## src/design/bpas_defines.vh

```
/*
 * Constants for the bus privilege attribute staging block: register
 * offsets, field positions, reset values and privilege encodings.
 * Assumes inclusion by bare name from the design file.
 */
`ifndef BPAS_DEFINES_VH
`define BPAS_DEFINES_VH

// apb register byte offsets
`define BPAS_OFF_CTRL      12'h000
`define BPAS_OFF_STATUS    12'h004
`define BPAS_OFF_ERR_ADDR  12'h008
`define BPAS_OFF_ERR_CAP   12'h00C

// control register fields
`define BPAS_CTRL_STAGE_BIT   0
`define BPAS_CTRL_CLR_BIT     1
`define BPAS_CTRL_RST         2'h1

// error capture fields
`define BPAS_CAP_SUP_BIT      0
`define BPAS_CAP_WR_BIT       1
`define BPAS_CAP_SIZE_LSB     2
`define BPAS_CAP_VALID_BIT    4

// status fields
`define BPAS_ST_SBUF_BIT      0
`define BPAS_ST_LD_BIT        1
`define BPAS_ST_PRIV_LSB      2
`define BPAS_ST_MIS_BIT       4

// io privilege field encodings
`define BPAS_IO_USER0         2'h0
`define BPAS_IO_USER1         2'h1
`define BPAS_IO_SUPER         2'h2

`endif

```

## src/design/bpas_top.v

```verilog
/*
 * Bus privilege attribute staging: tags each core load/store bus
 * transaction with address, size, direction and a user/supervisor flag,
 * holds one buffered store, and captures the privilege of failing
 * transfers for software.
 * Assumes a single core clock, core handshakes synchronous to it, and
 * an apb master on the register port.
 */
// Implementation choices: the APB interface to the registers and the address map.
// Function
// - bus transaction address and size come from the issuing instruction
// - each transaction carries a user or supervisor flag from io privilege field
// - legacy mode samples current io privilege field when store reaches bus
// - legacy mode lets buffered supervisor store go out tagged user
// - both user sub-levels map to the one user indication
// - loads block until done, never outstanding across privilege change
// - user level code cannot write the program status word
// - error capture bit: 0 user initiated, 1 supervisor initiated
`timescale 1ns/10ps
`include "bpas_defines.vh"

module bpas_top #(
  parameter AW = 32,
  parameter DW = 32
) (
  input  wire          mclk_i,
  input  wire          rst_i,
  // core load/store request
  input  wire          req_valid_i,
  input  wire          req_write_i,
  input  wire [AW-1:0] req_addr_i,
  input  wire [1:0]    req_size_i,
  input  wire [DW-1:0] req_wdata_i,
  output reg           req_ready_o,
  output reg           ld_done_o,
  output reg  [DW-1:0] ld_rdata_o,
  // program status word write
  input  wire          psw_wr_i,
  input  wire [1:0]    io_privilege_field_wdata_i,
  output reg  [1:0]    io_privilege_field_o,
  // system bus master side
  output reg           bus_valid_o,
  output reg           bus_write_o,
  output reg  [AW-1:0] bus_addr_o,
  output reg  [1:0]    bus_size_o,
  output reg  [DW-1:0] bus_wdata_o,
  output reg           bus_super_o,
  input  wire          bus_done_i,
  input  wire          bus_err_i,
  input  wire [DW-1:0] bus_rdata_i,
  // apb slave
  input  wire          psel_i,
  input  wire          penable_i,
  input  wire          pwrite_i,
  input  wire [11:0]   paddr_i,
  input  wire [31:0]   pwdata_i,
  output reg  [31:0]   prdata_o,
  output reg           pready_o,
  output reg           pslverr_o
);

  localparam ST_IDLE = 2'h0;
  localparam ST_LOAD = 2'h1;
  localparam ST_STOR = 2'h2;

  function is_super;
    input [1:0] io;
    begin
      is_super = (io == `BPAS_IO_SUPER);
    end
  endfunction

  ////////////////////////////////////////////////////////////////////////

  reg [1:0]    state_r;
  reg          sb_full_r;
  reg [AW-1:0] sb_addr_r;
  reg [1:0]    sb_size_r;
  reg [DW-1:0] sb_data_r;
  reg          sb_super_r;
  reg          stage_en_r;
  reg          mis_r;
  reg [AW-1:0] err_addr_r;
  reg          err_super_r;
  reg          err_wr_r;
  reg [1:0]    err_size_r;
  reg          err_valid_r;

  wire apb_acc = psel_i & penable_i & ~pready_o;
  wire apb_wr  = apb_acc & pwrite_i;
  wire ctrl_wr = apb_wr & (paddr_i == `BPAS_OFF_CTRL);
  wire err_clr = ctrl_wr & pwdata_i[`BPAS_CTRL_CLR_BIT];
  wire err_hit = bus_valid_o & bus_done_i & bus_err_i;
  wire cur_sup = is_super(io_privilege_field_o);
  // staged flag vs live field; legacy mode reproduces the original hazard
  wire st_sup  = stage_en_r ? sb_super_r : cur_sup;
  wire drain   = (state_r == ST_IDLE) & sb_full_r;
  wire take    = (state_r == ST_IDLE) & ~sb_full_r & req_valid_i & ~req_ready_o;
  wire ld_fin  = (state_r == ST_LOAD) & bus_done_i;
  // only the legacy path can misattribute; staged stores keep their tag
  wire mis_set = drain & ~stage_en_r & sb_super_r & ~cur_sup;

  reg  [31:0]  rd_nxt;
  reg          perr_nxt;

  ////////////////////////////////////////////////////////////////////////
  // privilege field: only supervisor code may rewrite it

  always @(posedge mclk_i) begin
    if (rst_i) begin
      io_privilege_field_o <= `BPAS_IO_SUPER;
    end else if (psw_wr_i && cur_sup) begin
      io_privilege_field_o <= io_privilege_field_wdata_i;
    end
  end

  ////////////////////////////////////////////////////////////////////////
  // control: stage enable resets on, so the legacy hazard is opt-in

  always @(posedge mclk_i) begin
    if (rst_i) begin
      stage_en_r <= 1'b1;
    end else if (ctrl_wr) begin
      stage_en_r <= pwdata_i[`BPAS_CTRL_STAGE_BIT];
    end
  end

  ////////////////////////////////////////////////////////////////////////
  // one-entry store buffer; attributes latched when the store executes

  always @(posedge mclk_i) begin
    if (rst_i) begin
      sb_full_r  <= 1'b0;
      sb_addr_r  <= {AW{1'b0}};
      sb_size_r  <= 2'h0;
      sb_data_r  <= {DW{1'b0}};
      sb_super_r <= 1'b0;
    end else if (take && req_write_i) begin
      sb_full_r  <= 1'b1;
      sb_addr_r  <= req_addr_i;
      sb_size_r  <= req_size_i;
      sb_data_r  <= req_wdata_i;
      sb_super_r <= cur_sup;
    end else if (state_r == ST_STOR && bus_done_i) begin
      sb_full_r  <= 1'b0;
    end
  end

  ////////////////////////////////////////////////////////////////////////
  // load/store sequencing towards the system bus

  always @(posedge mclk_i) begin
    if (rst_i) begin
      state_r     <= ST_IDLE;
      req_ready_o <= 1'b0;
      bus_valid_o <= 1'b0;
      bus_write_o <= 1'b0;
      bus_addr_o  <= {AW{1'b0}};
      bus_size_o  <= 2'h0;
      bus_wdata_o <= {DW{1'b0}};
      bus_super_o <= 1'b0;
    end else begin
      req_ready_o <= take;
      case (state_r)
        ST_IDLE: begin
          if (drain) begin
            // drain buffered store first; tag chosen here by stage mode
            bus_valid_o <= 1'b1;
            bus_write_o <= 1'b1;
            bus_addr_o  <= sb_addr_r;
            bus_size_o  <= sb_size_r;
            bus_wdata_o <= sb_data_r;
            bus_super_o <= st_sup;
            state_r     <= ST_STOR;
          end else if (take && !req_write_i) begin
            // load goes out at once and blocks the core
            bus_valid_o <= 1'b1;
            bus_write_o <= 1'b0;
            bus_addr_o  <= req_addr_i;
            bus_size_o  <= req_size_i;
            bus_super_o <= cur_sup;
            state_r     <= ST_LOAD;
          end
        end
        ST_LOAD: begin
          if (bus_done_i) begin
            bus_valid_o <= 1'b0;
            state_r     <= ST_IDLE;
          end
        end
        ST_STOR: begin
          if (bus_done_i) begin
            bus_valid_o <= 1'b0;
            state_r     <= ST_IDLE;
          end
        end
        default: begin
          state_r <= ST_IDLE;
        end
      endcase
    end
  end

  ////////////////////////////////////////////////////////////////////////
  // load return: data held until the next load completes

  always @(posedge mclk_i) begin
    if (rst_i) begin
      ld_done_o  <= 1'b0;
      ld_rdata_o <= {DW{1'b0}};
    end else begin
      ld_done_o <= ld_fin;
      if (ld_fin) begin
        ld_rdata_o <= bus_rdata_i;
      end
    end
  end

  ////////////////////////////////////////////////////////////////////////
  // error capture; a failing transfer in the clear cycle wins over clear

  always @(posedge mclk_i) begin
    if (rst_i) begin
      err_valid_r <= 1'b0;
      err_addr_r  <= {AW{1'b0}};
      err_super_r <= 1'b0;
      err_wr_r    <= 1'b0;
      err_size_r  <= 2'h0;
    end else if (err_hit) begin
      err_valid_r <= 1'b1;
      err_addr_r  <= bus_addr_o;
      err_super_r <= bus_super_o;
      err_wr_r    <= bus_write_o;
      err_size_r  <= bus_size_o;
    end else if (err_clr) begin
      err_valid_r <= 1'b0;
    end
  end

  ////////////////////////////////////////////////////////////////////////
  // misattribution seen: legacy drain of a supervisor store while user

  always @(posedge mclk_i) begin
    if (rst_i) begin
      mis_r <= 1'b0;
    end else if (mis_set) begin
      mis_r <= 1'b1;
    end else if (err_clr) begin
      mis_r <= 1'b0;
    end
  end

  ////////////////////////////////////////////////////////////////////////
  // apb read word and error response, registered below

  always @* begin
    rd_nxt   = 32'h0000_0000;
    perr_nxt = 1'b0;
    case (paddr_i)
      `BPAS_OFF_CTRL: begin
        rd_nxt[`BPAS_CTRL_STAGE_BIT] = stage_en_r;
      end
      `BPAS_OFF_STATUS: begin
        rd_nxt[`BPAS_ST_SBUF_BIT] = sb_full_r;
        rd_nxt[`BPAS_ST_LD_BIT]   = (state_r == ST_LOAD);
        rd_nxt[`BPAS_ST_PRIV_LSB+1:`BPAS_ST_PRIV_LSB] = io_privilege_field_o;
        rd_nxt[`BPAS_ST_MIS_BIT]  = mis_r;
        perr_nxt = pwrite_i;
      end
      `BPAS_OFF_ERR_ADDR: begin
        rd_nxt   = err_addr_r[31:0];
        perr_nxt = pwrite_i;
      end
      `BPAS_OFF_ERR_CAP: begin
        rd_nxt[`BPAS_CAP_SUP_BIT]   = err_super_r;
        rd_nxt[`BPAS_CAP_WR_BIT]    = err_wr_r;
        rd_nxt[`BPAS_CAP_SIZE_LSB+1:`BPAS_CAP_SIZE_LSB] = err_size_r;
        rd_nxt[`BPAS_CAP_VALID_BIT] = err_valid_r;
        perr_nxt = pwrite_i;
      end
      default: begin
        perr_nxt = 1'b1;
      end
    endcase
  end

  ////////////////////////////////////////////////////////////////////////
  // apb slave, one wait state

  always @(posedge mclk_i) begin
    if (rst_i) begin
      pready_o  <= 1'b0;
      pslverr_o <= 1'b0;
      prdata_o  <= 32'h0000_0000;
    end else begin
      pready_o  <= apb_acc;
      pslverr_o <= apb_acc & perr_nxt;
      prdata_o  <= apb_acc ? rd_nxt : 32'h0000_0000;
    end
  end

endmodule // bpas_top

```

## config.mk

```make
export PLATFORM = sky130hd
export DESIGN_NAME = bpas_top
export DESIGN_NICKNAME = d
export VERILOG_FILES = /design/src/design/bpas_top.v
export VERILOG_INCLUDE_DIRS = /design/src /design/src/design
export SDC_FILE = /design/constraint.sdc
export NUM_CORES = 1
export LEC_CHECK = 0
export BUFFER_PORTS_ARGS = -buffer_cell sky130_fd_sc_hd__buf_2
export CAP_MARGIN = 20
export CORE_ASPECT_RATIO = 0.6
export CORE_MARGIN = 2
export CORE_UTILIZATION = 45
export DETAILED_ROUTE_END_ITERATION = 10
export PLACE_DENSITY = 0.72
export SLEW_MARGIN = 30
export SYNTH_ARGS = -nofsm -noshare
export SYNTH_HDL_FRONTEND = slang
export SYNTH_SLANG_ARGS = --single-unit
```

## constraint.sdc

```tcl
create_clock -name mclk_i -period 3.5 [get_ports mclk_i]
set_input_delay 0.175 -clock mclk_i [delete_from_list [all_inputs] [get_ports mclk_i]]
set_output_delay 0.175 -clock mclk_i [all_outputs]
set_load 0.02 [all_outputs]
```

==> results.md, run 1 <==
* Setup violations, final at 0
* Max-Cap Viols at 0
* Post-synth cell types at 41
* Row count at 39
* Status: complete, no violations
* Vias per inst at approximately 5
* Largest net degree at the start of global routing at between 100 and 150
* Core area at roughly 19000 um^2
* Rel. slew slack at 40.3%
* Synth area leader: dfxtp_1
* IO Pins at 293
* Initial antenna violation count at 0
* Setup Crit Path Kind: register to register
* Mux contribution to synthesized area at under 10%
* CP Capture Type: register
* Yosys warnings at 0
* Max H-tree Level at 1
* Ant. Diodes at 0
* Wirelength per Cell at 15.3 um
* PwrDens at around 540 nW/um^2
* Max clock buf depth at 3
* CP Launch Type: register
* Slowest cell on the critical path: and2_2
* Top cell type's share of synthesized area at between 50% and 60%
* Ys async rst share at 0%
* DR vias at approximately 8000
* Vias in the first global route at 7783
* Final hold violation count at 0
* Hold-fix buffers, CTS at around 110
* Setup bufs post-CTS at 0
* Die W at 186 um
* Initial Util at about 47%
* Worst-path cell chain: inv_1 > ha_1 > and4bb_1 > and2_2 > buf_12 > nand2_1 > a21oi_1
* Crit share post-route at 65.0%
* Synth Area in Adders at 0.557%
* Worst path arrival time at around 2.7 ns
* DR DRC count at 0
* CP max stage delay at about 0.60 ns
* Initial DRC Count at 425
* Nets at between 1500 and 2000
* Hold Worst Slack at 0.0182 ns
* Clock slew seen by the registers of the worst setup and hold paths at 0.06 ns
* Synth cell count leaders: nand2_1 (344), dfxtp_1 (248), a21oi_1 (172)
* Area Growth Syn to Fin at 35.1%
* Fmax at 0.439 GHz
* Syn_nets at 1199
* Worst-Skew Late Latency at 0.51 ns
* Place WS at 1.25 ns
* CTS tree: built
* Slew Viols, Final at 0
* Top-count cell post-synth: nand2_1
* Number of flops mapped to enable cells by yosys at 0
* TritonCTS Buffers at 24
* Gr ovfl total at 0
* Worst clock skew at 0.00960 ns
* Post-Route WL at 25100 um
* Clock Sinks at 248
* Final setup margin at about 1.2 ns
* Total Power at 0.00650 W
* CTS resizes at 0
* Fin util at 62.9%
* Slew @ Worst Pin at 0.895 ns
* Final min period at ~2.3 ns
* Port bufs at 262
* Clk root buf: clkbuf_16
* Post-Synth Simple-Gate Area at 21.3%
* Die Y at about 110 um
* Post-synthesis sequential area ratio at 55.2%
* Full die area at 21200 um^2
* First-pass GRT wire length at about 40000 um
* Crit Path Max Fanout at 39
* GPL Wtd Cong at 0.760
* Pleak at 5.04 nW
* Post-DP HPWL at ~16000 um
* Setup TNS at 0 ns
* Seq cells post-synth at about 250
* RSZ-0062 raised after global routing: false
* Synth Area in XOR/XNOR at 0%
* Antenna viol nets, final at 0
* Hold Path Class: input port to register
* Worst vdd ir at 0.346 mV
* Syn Inst Count at about 1000
* DR pass1 iterations at 5
* Avg Cell Area, Syn at 8.63 um^2
* Total GRT Usage at 23.0%
* Compound-cell area share of the yosys netlist at 13.8%
* Largest family of logic cells by synthesized area: simple AND/OR/NAND/NOR gates
* Cell Area, Synth at 8990 um^2
* Layout cells sized above 1 at 23.5%
* Synth Flop Type: dfxtp_1
* Synth top area cells: dfxtp_1 (55%), nand2_1 (14%), a21oi_1 (9.6%)
* Worst path required time at 3.93 ns
final timing paths:
kind | from | to | slack [ns] | depth (start not counted)
worst max-delay path | state_r[0]$_SDFFE_PP0P_ | sb_addr_r[28]$_SDFFE_PP0P_ | 1.22 | 7
worst min-delay path | req_valid_i | req_ready_o$_SDFF_PP0_ | 0.02 | 3
worst max register to register | state_r[0]$_SDFFE_PP0P_ | sb_addr_r[28]$_SDFFE_PP0P_ | 1.22 | 7
worst min register to register | sb_data_r[3]$_SDFFE_PP0P_ | bus_wdata_o[3]$_SDFFE_PP0P_ | 0.45 | 2
critical path: cells and delay by family (launching register included):
family	cells	cell delay (ns)
AO/OA/AOI/OAI	1	0.13
adder cells (fa/ha/maj)	1	0.33
buffers and inverters	2	0.40
flip-flops	1	0.34
AND/OR/NAND/NOR	3	0.97
where the power goes:
part	internal (W)	switching [W]	total, W
Sequential	0.00297	0.000104	0.00308
Combinational	0.000366	0.000556	0.000922
Clock	0.00145	0.00105	0.00250
Total	0.00479	0.00171	0.00650
sequential cells by signal, summed over array words and instances (netlist names), 32 cells and up:
register,flops
sb_addr_r,32
bus_addr_o,32
prdata_o,32
sb_data_r,32
err_addr_r,32
ld_rdata_o,32
bus_wdata_o,32
metrics by stage:
step / instances / cell area [um^2]
6_report: 1643 / 12100
5_1_grt: 1643 / 12100
4_1_cts: 1643 / 12100
3_5_place_dp: 1499 / 10300
3_3_place_gp: 1499 / 10300
2_1_floorplan: 1041 / 8990
cell families (layout without fill, tap and decap cells):
group | after synthesis | after routing
simple gates | 447 | 447
flops | 248 | 248
compound gates | 223 | 223
buf+inv | 79 | 415
mux | 40 | 40
fa+ha+maj | 4 | 4
cell type report:
class                   count  area (um^2)
well taps                 266          333
flip-flops and latches    248         4960
clock buffers              33          696
clock inverters             6         60.1
multi-input cells         714         3640
fillers                  1619         7180
repair buffers            373         2440
inverters                   3         11.3
cell usage in the layout (no fill, tap or decap), types with 3 or more instances in the layout:
cell type        n
nand2_1        341
buf_2          261
dfxtp_1        248
a21oi_1        172
dlygate4sd3_1  105
nor2_1          50
mux2i_1         35
a211oi_1        35
and2_1          28
clkbuf_16       25
a22oi_1          5
mux2_2           4
o21ai_0          4
ha_1             4
clkbuf_8         4
clkbuf_1         4
buf_4            4
inv_1            3
nor2b_1          3
nand3_1          3
clkinv_2         3
metal layers:
| metal | track usage (%) | wire length (um) | vias to the layer above |
|---|---|---|---|
| li1 | - | - | 4076 |
| met1 | 28.8 | 11000 | 3717 |
| met2 | 39.9 | 11700 | 276 |
| met3 | 6.31 | 1900 | 46 |
| met4 | 5.50 | 546 | 0 |
| met5 | 0 | 0 | - |
(Power assumes the default switching activity.)
==> run 2, diff against run 1 <==
Settings changed: PLACE_DENSITY 0.72 to 0.75.
Clock period 3.5 ns to 1.98 ns, I/O delays scaled along.
==> run 2 against run 1 <==
Against the previous run:
- clock skew shrank 0.0044 ns
- setup slack lost 1.1 ns
- power grew 81%
- final cell count grew 1.7%
- utilization grew 1.8 points
- first-iteration DRC count grew 20%
- sequential power grew 77%
- global-route usage grew 1.0 points
- via count grew 2.8%
- largest power group unchanged
==> results.md, run 2 (synthesis gave the netlist of run 1 again) <==
* Reg area at 4960 um^2 (unchanged)
* Row count at 39 (unchanged)
* Met1 usage at 31.4% (was 28.8%)
* Full die area at 21200 um^2 (unchanged)
* DR vias at 8341 (was 8115)
* Clk root buf: clkbuf_16 (unchanged)
* Placed cell count at 1511 (was 1499)
* CP Capture Type: register (unchanged)
* CP max stage delay at 0.34 ns (was 0.60 ns)
* Slowest cell on the critical path: dfxtp_1 (was and2_2)
* Largest net degree at the start of global routing at 216 (was 118)
* Clock slew seen by the registers of the worst setup and hold paths at 0.06 ns (about the same)
* GPL Wtd Cong at 0.802 (was 0.760)
* Total GRT Usage at 24.0% (was 23.0%)
* Multi-input logic area at 3640 um^2 (about the same)
* Vias in the first global route at 8004 (was 7783)
* Die Y at 113 um (unchanged)
* M3 GR Usage at 5.48% (was 6.31%)
* Final hold violation count at 0 (unchanged)
* Post-Route WL at 25900 um (was 25100 um)
* DR pass1 iterations at 5 (unchanged)
* First-pass GRT wire length at 41500 um (was 39500 um)
* Max H-tree Level at 1 (unchanged)
* CTS tree: built (unchanged)
* Hold_sp: rst_i (was req_valid_i)
* FILL cells at 1576 (was 1619)
* Hold Path Class: input port to register (unchanged)
* Rel. slew slack at 39.1% (was 40.3%)
* Die W at 186 um (unchanged)
* Area Growth Syn to Fin at 39.0% (was 35.1%)
* Total Power at 0.0118 W (was 0.00650 W)
* IO Pins at 293 (unchanged)
* Core area at 19300 um^2 (unchanged)
* Worst path arrival time at 2.19 ns (was 2.71 ns)
* Clock Sinks at 248 (unchanged)
* Post-DP HPWL at 15900 um (was 15500 um)
* Final min period at 1.85 ns (was 2.28 ns)
* Ant. Diodes at 0 (unchanged)
* Fmax at 0.541 GHz (was 0.439 GHz)
* RSZ-0062 raised after global routing: false (unchanged)
* Worst-path cell chain: inv_1 > ha_2 > nand4bb_4 > nor2_8 > buf_12 > mux2i_1 > a211oi_1 (was inv_1 > ha_1 > and4bb_1 > and2_2 > buf_12 > nand2_1 > a21oi_1)
* Post-route cell area at 12500 um^2 (was 12100 um^2)
* Met2 usage at 40.1% (was 39.9%)
* Nets at 1547 (was 1522)
* Setup crit start: state_r[1]$_SDFFE_PP0P_ (was state_r[0]$_SDFFE_PP0P_)
* Finished Layout Cells at 1671 (was 1643)
* Initial DRC Count at 508 (was 425)
* TritonCTS Buffers at 23 (was 24)
* Placed cell area at 10500 um^2 (was 10300 um^2)
* Worst vdd ir at 0.633 mV (was 0.346 mV)
* Initial Util at 46.5% (unchanged)
* Reg2Reg Launch Point: state_r[1]$_SDFFE_PP0P_ (was state_r[0]$_SDFFE_PP0P_)
* Most frequent cells in the layout: nand2_1 (342), buf_2 (261), dfxtp_1 (248) (was nand2_1 (341), buf_2 (261), dfxtp_1 (248))
* Vias per inst at 4.99 (was 4.94)
* Pleak at 5.21 nW (was 5.04 nW)
* Worst-Skew Late Latency at 0.51 ns (about the same)
* Antenna viol nets, final at 0 (unchanged)
* Worst clock skew at 0.00518 ns (was 0.00960 ns)
* PwrDens at 942 nW/um^2 (was 535 nW/um^2)
* Setup violations, final at 0 (unchanged)
* Crit Path Max Fanout at 10 (was 39)
* Max-Cap Viols at 0 (unchanged)
* CP Launch Type: register (unchanged)
* Wirelength per Cell at 15.5 um (was 15.3 um)
* Worst path required time at 2.32 ns (was 3.93 ns)
* Crit share post-route at 93.3% (was 65.0%)
* Setup TNS at 0 ns (unchanged)
* Max clock buf depth at 3 (unchanged)
* Slew @ Worst Pin at 0.914 ns (was 0.895 ns)
* Status: complete, no violations (unchanged)
* Port bufs at 262 (unchanged)
* Commonest non-fill, non-tap cell in the layout: nand2_1 (unchanged)
* Slew Viols, Final at 0 (unchanged)
* Layout cells sized above 1 at 24.2% (was 23.5%)
* DR DRC count at 0 (unchanged)
* Gr ovfl total at 0 (unchanged)
* Initial antenna violation count at 0 (unchanged)
* GR peak layer: met2 (unchanged)
* Setup Crit Path Kind: register to register (unchanged)
==> run 2: cell types whose count changed in the layout (fill, tap and decap cells not counted), moves of 2 or more <==
| cell | change |
|---|---|
| bufinv_16 | +2 |
| dlygate4sd3_1 | +9 |
| buf_12 | +8 |
| buf_4 | +9 |
| clkbuf_16 | -2 |
==> run 2: routing by layer <==
layer	part of all wire, %	vias to the layer above
met2	45	317
met1	44	3846
li1	-	4127
met3	7.5	51
met5	0	-
met4	2.8	0
==> run 2: cell type report <==
type / instances / area share (%)
sequential: 248 / 39.7
multi-input combinational: 714 / 29.2
timing repair buffer: 399 / 22.1
clock buffer: 33 / 5.31
tap: 266 / 2.66
clock inverter: 8 / 0.972
inverter: 3 / 0.0901
==> run 2: power breakdown <==
part | internal, W | leakage, nW | total, W | switching [W]
combinational | 0.000729 | 2.82 | 0.00172 | 0.000992
sequential | 0.00525 | 2.01 | 0.00545 | 0.000193
clock | 0.00272 | 0.384 | 0.00460 | 0.00188
==> run 2: worst paths after layout <==
path                                       end  slack [ns]  depth (start not counted)
setup / recovery   bus_addr_o[13]$_SDFFE_PP0P_        0.13                          7
hold / removal             pready_o$_SDFF_PP0_        0.02                          2
setup reg to reg   bus_addr_o[13]$_SDFFE_PP0P_        0.13                          7
hold reg to reg   bus_wdata_o[17]$_SDFFE_PP0P_        0.45                          2
==> run 2: what timing repair did <==
action	in CTS	in global routing
gates resized for setup	0	1
hold buffers	114	0
hold endpoints to repair	146	0
endpoints found under the setup margin	0	22
setup buffers	0	5
==> run 2: worst max-delay path: cells and delay by family (launching register included) <==
family          cells  cell delay (ns)
compound gates      1             0.11
mux                 1             0.23
simple gates        2             0.44
fa+ha+maj           1             0.27
flops               1             0.34
buf+inv             2             0.28
==> run 2: per-stage QoR <==
stage	hold WS [ns]	util, %	setup WS [ns]
6_report	0.0193	64.6	0.133
5_1_grt	0.0150	64.6	0.00803
4_1_cts	0.00410	64.4	0.0390
3_5_place_dp	0.337	54.5	0.107
3_3_place_gp	0.325	54.5	0.172
2_1_floorplan	0.208	-	0.317
